## config.mk

```make
export PLATFORM = sky130hd
export DESIGN_NAME = dauctl_arith_ctrl
export DESIGN_NICKNAME = d
export VERILOG_FILES = /design/src/common/dauctl_pkg.sv /design/src/core/dauctl_store_sat.sv /design/src/core/dauctl_arith_ctrl.sv
export SDC_FILE = /design/constraint.sdc
export NUM_CORES = 1
export LEC_CHECK = 0
export ABC_AREA = 1
export ABC_CLOCK_PERIOD_IN_PS = 1500
export BUFFER_PORTS_ARGS = -buffer_cell sky130_fd_sc_hd__buf_4
export CORE_AREA = 2 2 163 165
export CTS_CLUSTER_DIAMETER = 40
export DETAILED_ROUTE_END_ITERATION = 8
export DIE_AREA = 0 0 165 167
export HOLD_SLACK_MARGIN = 0.06
export PLACE_DENSITY = 0.7
export SLEW_MARGIN = 15
export SYNTH_ARGS = -nofsm -noshare
export SYNTH_HDL_FRONTEND = slang
export SYNTH_SLANG_ARGS = --single-unit
```

## constraint.sdc

```tcl
create_clock -name core_clk -period 1.5 [get_ports core_clk]
set_input_delay 0.3 -clock core_clk [delete_from_list [all_inputs] [get_ports core_clk]]
set_output_delay 0.3 -clock core_clk [all_outputs]
set_load 0.02 [all_outputs]
```

## src/common/dauctl_pkg.sv

```systemverilog
// constants, register layout and saturation helper for the arithmetic control block
// Behaviour
// - adder saturates only: three operands, no ALU
// - explicit X load overrides X-mirrors-Y mode
// - mirror mode: Y high load copies X high
// - mirror mode: Y high load, clear-ctrl zero, clears lows
// - mirror mode: Y low load copies X low
// - enabled store saturation clips stored value 32 bits
// - low, high, guard parts come from saturated value
// - accumulator contents never modified by store saturation
// - second control: 15 reserved, 14:12, 11:6, 5:0
// - saturation disable bit zero enables, one disables
// - high load clears low unless keep bit set; a0 and a1 never cleared
package dauctl_pkg;
  // register indices on the plain register port
  localparam logic [3:0] ADDR_CTRL_FIRST = 4'h0;
  localparam logic [3:0] ADDR_CTRL_SECOND = 4'h1;
  localparam logic [3:0] ADDR_STATUS = 4'h2;
  // first control register fields
  localparam int SHIFT_SEL_LSB = 0;
  localparam int SAT_DIS_A0 = 2;
  localparam int SAT_DIS_A1 = 3;
  localparam int RANDOM_GEN_DISABLE_DIS_BIT = 4;
  localparam int ADD_SAT_DIS_BIT = 5;
  localparam int Y_LOW_CLR_BIT = 6;
  localparam int X_MIRROR_BIT = 7;
  localparam logic [7:0] CTRL_FIRST_RESET = 8'h00;
  // second control register fields
  localparam int RESERVED_BIT = 15;
  localparam int FEEDBACK_LSB = 12;
  localparam int FEEDBACK_MSB = 14;
  localparam int LOW_KEEP_LSB = 6;
  localparam int LOW_KEEP_MSB = 11;
  localparam int SAT_DIS_LSB = 0;
  localparam int SAT_DIS_MSB = 5;
  localparam logic [14:0] CTRL_SECOND_RESET = 15'h0000;
  // product shift encodings
  localparam logic [1:0] SHIFT_NONE = 2'h0;
  localparam logic [1:0] SHIFT_R2 = 2'h1;
  localparam logic [1:0] SHIFT_L2 = 2'h2;
  localparam logic [1:0] SHIFT_L1 = 2'h3;
  // store part encodings
  localparam logic [1:0] PART_FULL = 2'h0;
  localparam logic [1:0] PART_LOW = 2'h1;
  localparam logic [1:0] PART_HIGH = 2'h2;
  localparam logic [1:0] PART_GUARD = 2'h3;
  // saturation limits, sign extended to 40 bits
  localparam logic [39:0] SAT_POS = 40'h00_7fff_ffff;
  localparam logic [39:0] SAT_NEG = 40'hff_8000_0000;
  // random generator seed, any nonzero value works
  localparam logic [15:0] LFSR_SEED = 16'h0001;

  // clip a 40-bit value to the signed 32-bit range
  function automatic logic [39:0] dauctl_sat32(input logic [39:0] v);
    if ((&v[39:31]) || !(|v[39:31]))
      return v;
    else if (v[39])
      return SAT_NEG;
    else
      return SAT_POS;
  endfunction : dauctl_sat32
endpackage : dauctl_pkg

```

## src/core/dauctl_store_sat.sv

```systemverilog
// store path: saturates accumulator values on their way to a destination
`timescale 1ns/1ps
module dauctl_store_sat
  import dauctl_pkg::*;
(
  // clock, reset, enable
  input wire logic core_clk,
  input wire logic rst,
  input wire logic ce,
  // store request
  input wire logic store_req,
  input wire logic [2:0] store_acc,
  input wire logic [1:0] store_part,
  input wire logic [39:0] store_value,
  input wire logic [7:0] sat_disable,
  // store result
  output logic [39:0] store_data,
  output logic store_valid
);
  logic [39:0] sat_value;

  // clip only when this accumulator has saturation enabled
  always_comb
  begin
    sat_value = sat_disable[store_acc] ? store_value : dauctl_sat32(store_value);
  end

  // the accumulator itself is never written here, only the copy
  always_ff @(posedge core_clk)
  begin
    if (rst)
    begin
      store_data <= 40'h00_0000_0000;
      store_valid <= 1'b0;
    end
    else if (ce)
    begin
      store_valid <= store_req;
      if (store_req)
      begin
        unique case (store_part)
          PART_FULL: store_data <= sat_value;
          PART_LOW: store_data <= {24'h00_0000, sat_value[15:0]};
          PART_HIGH: store_data <= {24'h00_0000, sat_value[31:16]};
          PART_GUARD: store_data <= {32'h0000_0000, sat_value[39:32]};
        endcase
      end
    end
  end
endmodule : dauctl_store_sat

```

## src/core/dauctl_arith_ctrl.sv

```systemverilog
// arithmetic unit control: registers, product shift, adder and store saturation, x/y loads
//
// The address map and the address-and-strobe port were left to the implementer.
`timescale 1ns/1ps
module dauctl_arith_ctrl
  import dauctl_pkg::*;
(
  // clock, reset, enable
  input wire logic core_clk,
  input wire logic rst,
  input wire logic ce,
  // register port
  input wire logic [3:0] reg_addr,
  input wire logic [15:0] reg_wdata,
  input wire logic reg_wr,
  input wire logic reg_rd,
  output logic [15:0] reg_rdata,
  // product path
  input wire logic [31:0] product_in,
  output logic [31:0] product_shifted,
  // three-input adder
  input wire logic [39:0] adder_sum,
  input wire logic adder_three_operands,
  input wire logic alu_op_active,
  output logic [39:0] adder_result,
  // x and y operand loads
  input wire logic [31:0] x_data,
  input wire logic x_high_load,
  input wire logic x_low_load,
  input wire logic [31:0] y_data,
  input wire logic y_high_load,
  input wire logic y_low_load,
  output logic [31:0] x_reg,
  output logic [31:0] y_reg,
  // accumulator high-half loads
  input wire logic acc_high_load,
  input wire logic [2:0] acc_high_idx,
  output logic acc_low_clear,
  // accumulator stores
  input wire logic store_req,
  input wire logic [2:0] store_acc,
  input wire logic [1:0] store_part,
  input wire logic [39:0] store_value,
  output logic [39:0] store_data,
  output logic store_valid,
  // random generator
  output logic heads_tails,
  output logic [2:0] result_feedback_select
);
  logic [7:0] arith_control_first;
  logic [14:0] arith_control_second;
  logic [15:0] lfsr;
  logic [1:0] product_zero_shift_sel;
  logic random_gen_disable;
  logic y_low_clear_ctrl;
  logic x_mirror_mode;
  logic adder_sat_disable;
  logic [5:0] acc_low_keep;
  logic [7:0] sat_disable_all;
  logic [7:0] keep_all;
  logic x_any_load;
  logic adder_sat_apply;

  // field views of the control registers
  assign product_zero_shift_sel = arith_control_first[SHIFT_SEL_LSB +: 2];
  assign random_gen_disable = arith_control_first[RANDOM_GEN_DISABLE_DIS_BIT];
  assign adder_sat_disable = arith_control_first[ADD_SAT_DIS_BIT];
  assign y_low_clear_ctrl = arith_control_first[Y_LOW_CLR_BIT];
  assign x_mirror_mode = arith_control_first[X_MIRROR_BIT];
  assign acc_low_keep = arith_control_second[LOW_KEEP_MSB:LOW_KEEP_LSB];
  assign result_feedback_select = arith_control_second[FEEDBACK_MSB:FEEDBACK_LSB];
  assign sat_disable_all = {arith_control_second[SAT_DIS_MSB:SAT_DIS_LSB],
                            arith_control_first[SAT_DIS_A1], arith_control_first[SAT_DIS_A0]};
  // a0 and a1 have no keep bit, so they are never cleared here
  assign keep_all = {acc_low_keep, 2'b11};
  assign x_any_load = x_high_load | x_low_load;

  // register writes; the reserved top bit is not stored
  always_ff @(posedge core_clk)
  begin
    if (rst)
    begin
      arith_control_first <= CTRL_FIRST_RESET;
      arith_control_second <= CTRL_SECOND_RESET;
    end
    else if (ce && reg_wr)
    begin
      if (reg_addr == ADDR_CTRL_FIRST)
        arith_control_first <= reg_wdata[7:0];
      if (reg_addr == ADDR_CTRL_SECOND)
        arith_control_second <= reg_wdata[14:0];
    end
  end

  // read data stands for one enabled cycle and holds while ce is low; zero on other enabled cycles and on unmapped reads
  always_ff @(posedge core_clk)
  begin
    if (rst)
      reg_rdata <= 16'h0000;
    else if (ce)
    begin
      reg_rdata <= 16'h0000;
      if (reg_rd)
      begin
        unique case (reg_addr)
          ADDR_CTRL_FIRST: reg_rdata <= {8'h00, arith_control_first};
          ADDR_CTRL_SECOND: reg_rdata <= {1'b0, arith_control_second};
          ADDR_STATUS: reg_rdata <= lfsr;
          default: reg_rdata <= 16'h0000;
        endcase
      end
    end
  end

  // pseudo-random generator; frozen while disabled
  always_ff @(posedge core_clk)
  begin
    if (rst)
    begin
      lfsr <= LFSR_SEED;
      heads_tails <= 1'b0;
    end
    else if (ce && !random_gen_disable)
    begin
      lfsr <= {lfsr[14:0], lfsr[15] ^ lfsr[13] ^ lfsr[12] ^ lfsr[10]};
      heads_tails <= lfsr[15]; // lags one cycle, hence the wait after re-enable
    end
  end

  // product register shift, arithmetic on the right shift
  always_ff @(posedge core_clk)
  begin
    if (rst)
      product_shifted <= 32'h0000_0000;
    else if (ce)
    begin
      unique case (product_zero_shift_sel)
        SHIFT_NONE: product_shifted <= product_in;
        SHIFT_R2: product_shifted <= {{2{product_in[31]}}, product_in[31:2]};
        SHIFT_L2: product_shifted <= {product_in[29:0], 2'b00};
        SHIFT_L1: product_shifted <= {product_in[30:0], 1'b0};
      endcase
    end
  end

  // adder saturation is gated so ALU and ACS cycles see raw sums
  assign adder_sat_apply = adder_three_operands && !alu_op_active && !adder_sat_disable;
  always_ff @(posedge core_clk)
  begin
    if (rst)
      adder_result <= 40'h00_0000_0000;
    else if (ce)
      adder_result <= adder_sat_apply ? dauctl_sat32(adder_sum) : adder_sum;
  end

  // y register: explicit loads, then the clear of the low half on a high load in mirror mode
  always_ff @(posedge core_clk)
  begin
    if (rst)
      y_reg <= 32'h0000_0000;
    else if (ce)
    begin
      if (y_high_load)
        y_reg[31:16] <= y_data[31:16];
      if (y_low_load)
        y_reg[15:0] <= y_data[15:0];
      else if (x_mirror_mode && y_high_load && !y_low_clear_ctrl)
        y_reg[15:0] <= 16'h0000;
    end
  end

  // x register: any explicit x load shuts out mirroring for the cycle
  always_ff @(posedge core_clk)
  begin
    if (rst)
      x_reg <= 32'h0000_0000;
    else if (ce)
    begin
      if (x_any_load)
      begin
        if (x_high_load)
          x_reg[31:16] <= x_data[31:16];
        if (x_low_load)
          x_reg[15:0] <= x_data[15:0];
      end
      else if (x_mirror_mode)
      begin
        if (y_high_load)
          x_reg[31:16] <= y_data[31:16];
        if (y_low_load)
          x_reg[15:0] <= y_data[15:0];
        else if (y_high_load && !y_low_clear_ctrl)
          x_reg[15:0] <= 16'h0000;
      end
    end
  end

  // low-half clear strobe toward the accumulator file
  always_ff @(posedge core_clk)
  begin
    if (rst)
      acc_low_clear <= 1'b0;
    else if (ce)
      acc_low_clear <= acc_high_load && !keep_all[acc_high_idx];
  end

  dauctl_store_sat u_store_sat (
    .core_clk(core_clk),
    .rst(rst),
    .ce(ce),
    .store_req(store_req),
    .store_acc(store_acc),
    .store_part(store_part),
    .store_value(store_value),
    .sat_disable(sat_disable_all),
    .store_data(store_data),
    .store_valid(store_valid)
  );
endmodule : dauctl_arith_ctrl

```

# Word level (Yosys, flattened, before mapping)
# Index checks and enable logic that the tools add are counted.
[totals]
ff_bits = 234
latchBits = 0
mem_bits_rw = 0
romBits = 0
inputBits = 217
out_inout_bits = 198
word_cells = 88
memories = 0
[classes]
add_sub_neg = 0
mul = 0
div_mod_pow = 0
order_cmp = 2
n_eq_ne = 10
shifts = 0
muxes = 23
n_bitwise = 4
n_reduce_logical = 35
[op_table]
columns = ["cell", "count"]
rows = [
  ["$mux 40", 6],
  ["$pmux 40 s4", 1],
  ["$mux 16", 8],
  ["$pmux 32 s4", 1],
  ["$mux 32", 2],
  ["$pmux 16 s3", 1],
  ["$reduce_and 9->1", 2],
  ["$reduce_or 9->1", 2],
  ["$reduce_and 2->1", 5],
  ["$eq 2x2->1 const B", 4],
  ["$logic_and 1x1->1", 8],
  ["$lt 3x4->1 const B", 2],
  ["$reduce_and 4->1", 2],
  ["$logic_not 1->1", 7],
  ["$bmux 1 s3", 2],
  ["$reduce_bool 2->1", 3],
  ["$eq 2x1->1 const B", 2],
  ["$eq 4x1->1 const B", 1],
  ["$eq 4x2->1 const B", 1],
  ["$logic_not 2->1", 2],
  ["$logic_not 4->1", 1],
  ["$ne 2x2->1 const B", 2],
  ["$reduce_bool 3->1", 1],
  ["$xor 1x1->1", 3],
  ["3 further kinds", 5],
]

# Depth between registers and ports, before layout
[logic_depth]
word_depth = 6
depth_mapped = 14
ltp_nobuf = 13

# By module
# From an unflattened synthesis, not the netlist that was laid out.
[unflattened]
cells_unflattened = 1718
area_unflattened_um2 = 11172.0
[modules_own_cells]
columns = ["mod", "n_inst", "cells_each", "area_per_inst_um2", "seq_area_each_um2"]
rows = [
  ["dauctl_arith_ctrl", 1, 1334, 8862.2, 3863.7],
  ["dauctl_store_sat", 1, 384, 2309.7, 820.8],
]

# Worst setup path after synthesis
# Ideal clock, no wire load.
[synth_path]
path_type = "flip-flop to flip-flop"
from = "reg arith_control_second[5]"
to = "reg u_store_sat.store_data[6]"
setup_time_ns = 0.117
t_arrival_ns = 1.286
t_required_ns = 1.383
slack_ns = 0.097
path_stages_with_launch = 13
n_path_buf = 2
synth_period_minus_slack_ns = 1.403
path_cell_list = "dfxtp_1 > inv_1 > nand2_1 > nand3_1 > nand3_2 > nand2_4 > buf_6 > nand2_8 > buf_8 > nand3_1 > nand2_1 > nor2_1 > nor2_1"
[synth_via]
elab_chain_cells = 4
[synth_lines]
columns = ["item", "line", "rtl"]
rows = [
  ["start: declaration", "dauctl_arith_ctrl.sv:51", "logic [14:0] arith_control_second;"],
  ["start signal: assignment", "dauctl_arith_ctrl.sv:91", "arith_control_second <= reg_wdata[14:0];"],
  ["$bmux 1 s3", "dauctl_store_sat.sv:25", "sat_value = sat_disable[store_acc] ? store_value : dauctl_sat32(store_value);"],
  ["$mux 1 (implied by the code)", "dauctl_store_sat.sv:25", ""],
  ["$mux 40", "dauctl_store_sat.sv:25", ""],
  ["$pmux 40 s4", "dauctl_store_sat.sv:41", "unique case (store_part)"],
  ["end signal: assignment", "dauctl_store_sat.sv:42", "PART_FULL: store_data <= sat_value;"],
  ["end signal: assignment", "dauctl_store_sat.sv:43", "PART_LOW: store_data <= {24'h00_0000, sat_value[15:0]};"],
  ["end signal: assignment", "dauctl_store_sat.sv:44", "PART_HIGH: store_data <= {24'h00_0000, sat_value[31:16]};"],
  ["end: declaration", "dauctl_store_sat.sv:17", "output logic [39:0] store_data,"],
]
# Every way passes these cells. The select of a mux whose other input is x is not followed.
# A chain may end at the register's enable or synchronous reset.

# Final worst setup path
[layout_path]
from = "reg arith_control_first[3]"
to = "reg u_store_sat.store_data[4]"
[layout_via]
elab_chain_cells = 4
[layout_lines]
columns = ["item", "line", "rtl"]
rows = [
  ["start: declaration", "dauctl_arith_ctrl.sv:50", "logic [7:0] arith_control_first;"],
  ["start signal: assignment", "dauctl_arith_ctrl.sv:89", "arith_control_first <= reg_wdata[7:0];"],
  ["$bmux 1 s3", "dauctl_store_sat.sv:25", ""],
  ["$mux 1 (implied by the code)", "dauctl_store_sat.sv:25", ""],
  ["$mux 40", "dauctl_store_sat.sv:25", ""],
  ["$pmux 40 s4", "dauctl_store_sat.sv:41", ""],
]
# Every way passes these cells. The select of a mux whose other input is x is not followed.

==> impl_metrics.yaml <==
job:
  drv_cap: 0
grt:
  grt_use_total_pct: 29.2
  grt_overflow_total: 0
  grt_pass1_vias: 12188
  antenna_found_initial: 4
  grt_max_degree: 72
  grt_pass1_wl_mm: 64.5
sta:
  rsz0062_at_grt: "true"
  worst-slew-pin-transition_ps: 369
  hold_slack_ps: 70.7
  layout_setup_ws_ps: -12.1
  finalWorstPathRequiredPeriod_ps: 1510
  min_period_over_period_pct: 101
  max_freq_ghz: 0.661
  setup_violations: 1
  final_hold_viol_count: 0
  drv_slew: 0
  fin_skew_ps: 15.5
  max-slew-margin-rel_pct: 75.2
routing:
  drtAntennaViolNets: 0
  drt_pass1_iterations: 5
  viasPerCell: 5.31
  wl_mm: 42.8
  drcViolationCount: 0
  detail_route.wl_per_cell_um: 17.9
  first_iter_violations: 1171
  vias: 12718
synth:
  ys_types: 42
  syn-num-nets: 1719
  yosys_warnings: 0
  syn_area_um2: 10600
  synth_flop_cell: "dfxtp_1"
  ys_seq_elements: 234
  synth_edf_count: 0
  yosysSeqAreaShare_pct: 44.3
  async_flop_share_pct: 0
  syn_inst: 1502
  syn_area_per_cell_um2: 7.05
power_and_ir_drop:
  pwr_density_cell_nw_per_um2: 1130
  ir_worst_vdd_mv: 0.920
  finalPower_uw: 19500
  leakagePower_uw: 0.00796
clock_tree:
  cts_buffer_depth: 3
  cts_buffers: 42
  cts_tree: "done"
  clk_latency_ps: 520
  cts-root-buf: "clkbuf_16"
  numClockSinks: 234
  h-tree-depth: 2
  clk_pin_slew_ps: 50
critical_path:
  crit_required_ps: 1920
  end_kind: "flop"
  start_kind: "flop"
  crit_arrival_ps: 1930
  critPathKind: "reg2reg"
  worstPathMaxFanout: 8
layout:
  syn_to_final_growth_pct: 62.6
  drive_gt1_share_pct: 33.0
  reg_top3: "adder_result x40, u_store_sat.store_data x40"
  layout_commonest_cell: "buf_4"
  final_cell_mix: "buf_4 (477), nand2_1 (326), dfxtp_1 (230), o21ai_0 (185), a21oi_1 (174)"
  fin_nets: 2247
die:
  fp.dieH_um: 167
  dieArea_um2: 27600
  num_rows: 59
  chipWidth_um: 165
  ios: 415
  coreArea_um2: 25800
  start_util_pct: 41.1
placement:
  place_congestion: 0.919
  portBuffers: 413
  hpwl_mm: 28.7
status:
  run_status: "finished, violations left"
  violations: "setup timing"
worst_hold_path:
  hp-class: "in2reg"
[worst max-delay path, cell delays in order (launching register included)]
cell and delay (ps):
dfxtp_2 310, inv_2 50, nand2_2 50, nand3_2 90
nand3b_4 110, nand2_8 120, buf_12 150, nand2_8 90
nand2_2 80, nand2_1 50, nand2_1 70, nand2_2 70
nor2_2 100, nor2_1 50
[stage by stage]
stage	cells	TNS (ps)	setup slack (ps)	utilization, %	area, µm²
finish	2397	-12.1	-12.1	66.8	17200
CTS	2394	-6.73	-6.73	65.6	16900
global route	2397	-632	-79.8	66.8	17200
detailed placement	2232	-1900	-139	56.4	14500
floorplan	1502	0	97.0	-	10600
global placement	2232	-642	-95.0	56.4	14500
[power by group]
part | switching (µW) | total, µW | internal, µW | leakage, µW
Clock | 3270 | 9350 | 6080 | 0.000685
Combinational | 1850 | 3380 | 1530 | 0.00535
Sequential | 221 | 6800 | 6580 | 0.00193
Total | 5340 | 19500 | 14200 | 0.00796
[synthesized netlist by cell type, types with 2 or more instances]
master     instances  area (µm²)
nand3_2            2        20.0
nand2_1          352        1320
clkinv_1           4        15.0
buf_4              6        45.0
o221ai_1           2        17.5
nor2_1           129         484
a221oi_1          16         140
o211ai_1          10        75.1
nor3_1             8        40.0
buf_6              5        56.3
buf_2             15        75.1
a21oi_1          181         906
o21ai_1            4        20.0
nor2_2             3        18.8
dfxtp_1          234        4680
clkbuf_1          76         285
inv_2              5        18.8
nand2_4            3        33.8
o2111ai_1          2        17.5
nand2_2            2        12.5
nand4_1            7        43.8
o211ai_2           6        75.1
buf_1              4        15.0
o22ai_1           11        68.8
o21ai_0          186         931
a41oi_1            3        26.3
inv_1             96         360
a31oi_1           32         200
xnor2_1            2        17.5
nand3_1           84         420
[routing by layer]
metal / track usage (%) / up-vias / routed length [µm]
met5: 0 / - / 43
met4: 13.3 / 6 / 1990
met3: 8.72 / 140 / 4190
met2: 49.9 / 628 / 20700
met1: 33.3 / 5846 / 16000
li1: - / 6098 / -
[final timing paths]
kind                                to                   start  slack [ps]  cells past startpoint
max          u_store_sat.store_data[4]  arith_control_first[3]         -10                     13
min                   adder_result[18]           adder_sum[18]          70                      3
max reg2reg  u_store_sat.store_data[4]  arith_control_first[3]         -10                     13
min reg2reg               reg_rdata[0]            reg_rdata[0]         460                      2
[final cells by class]
type | count | area, µm²
clock inverters | 19 | 174
fillers | 2099 | 8550
well taps | 335 | 419
inverters | 106 | 414
flip-flops and latches | 234 | 4690
clock buffers | 56 | 1230
multi-input cells | 1058 | 5310
repair buffers | 588 | 4970
diodes | 1 | 2.50
[kinds of logic after synthesis]
family	synth area share, %
AOI/OAI and AO/OA	23.6
xor gates and xnor gates	0.248
buffers and inverters	8.43
DFF	44.3
and+or+nand+nor	23.4
[timing repair]
action | in CTS | in global routing
pin swaps | 10 | 25
buffers inserted | 3 | 1
hold buffers | 81 | 0
gates resized for setup | 18 | 78
gates cloned | 3 | 5
endpoints found under the hold margin | 81 | 0
endpoints found under the setup margin | 11 | 77
Power figures use the tool's default switching activity.
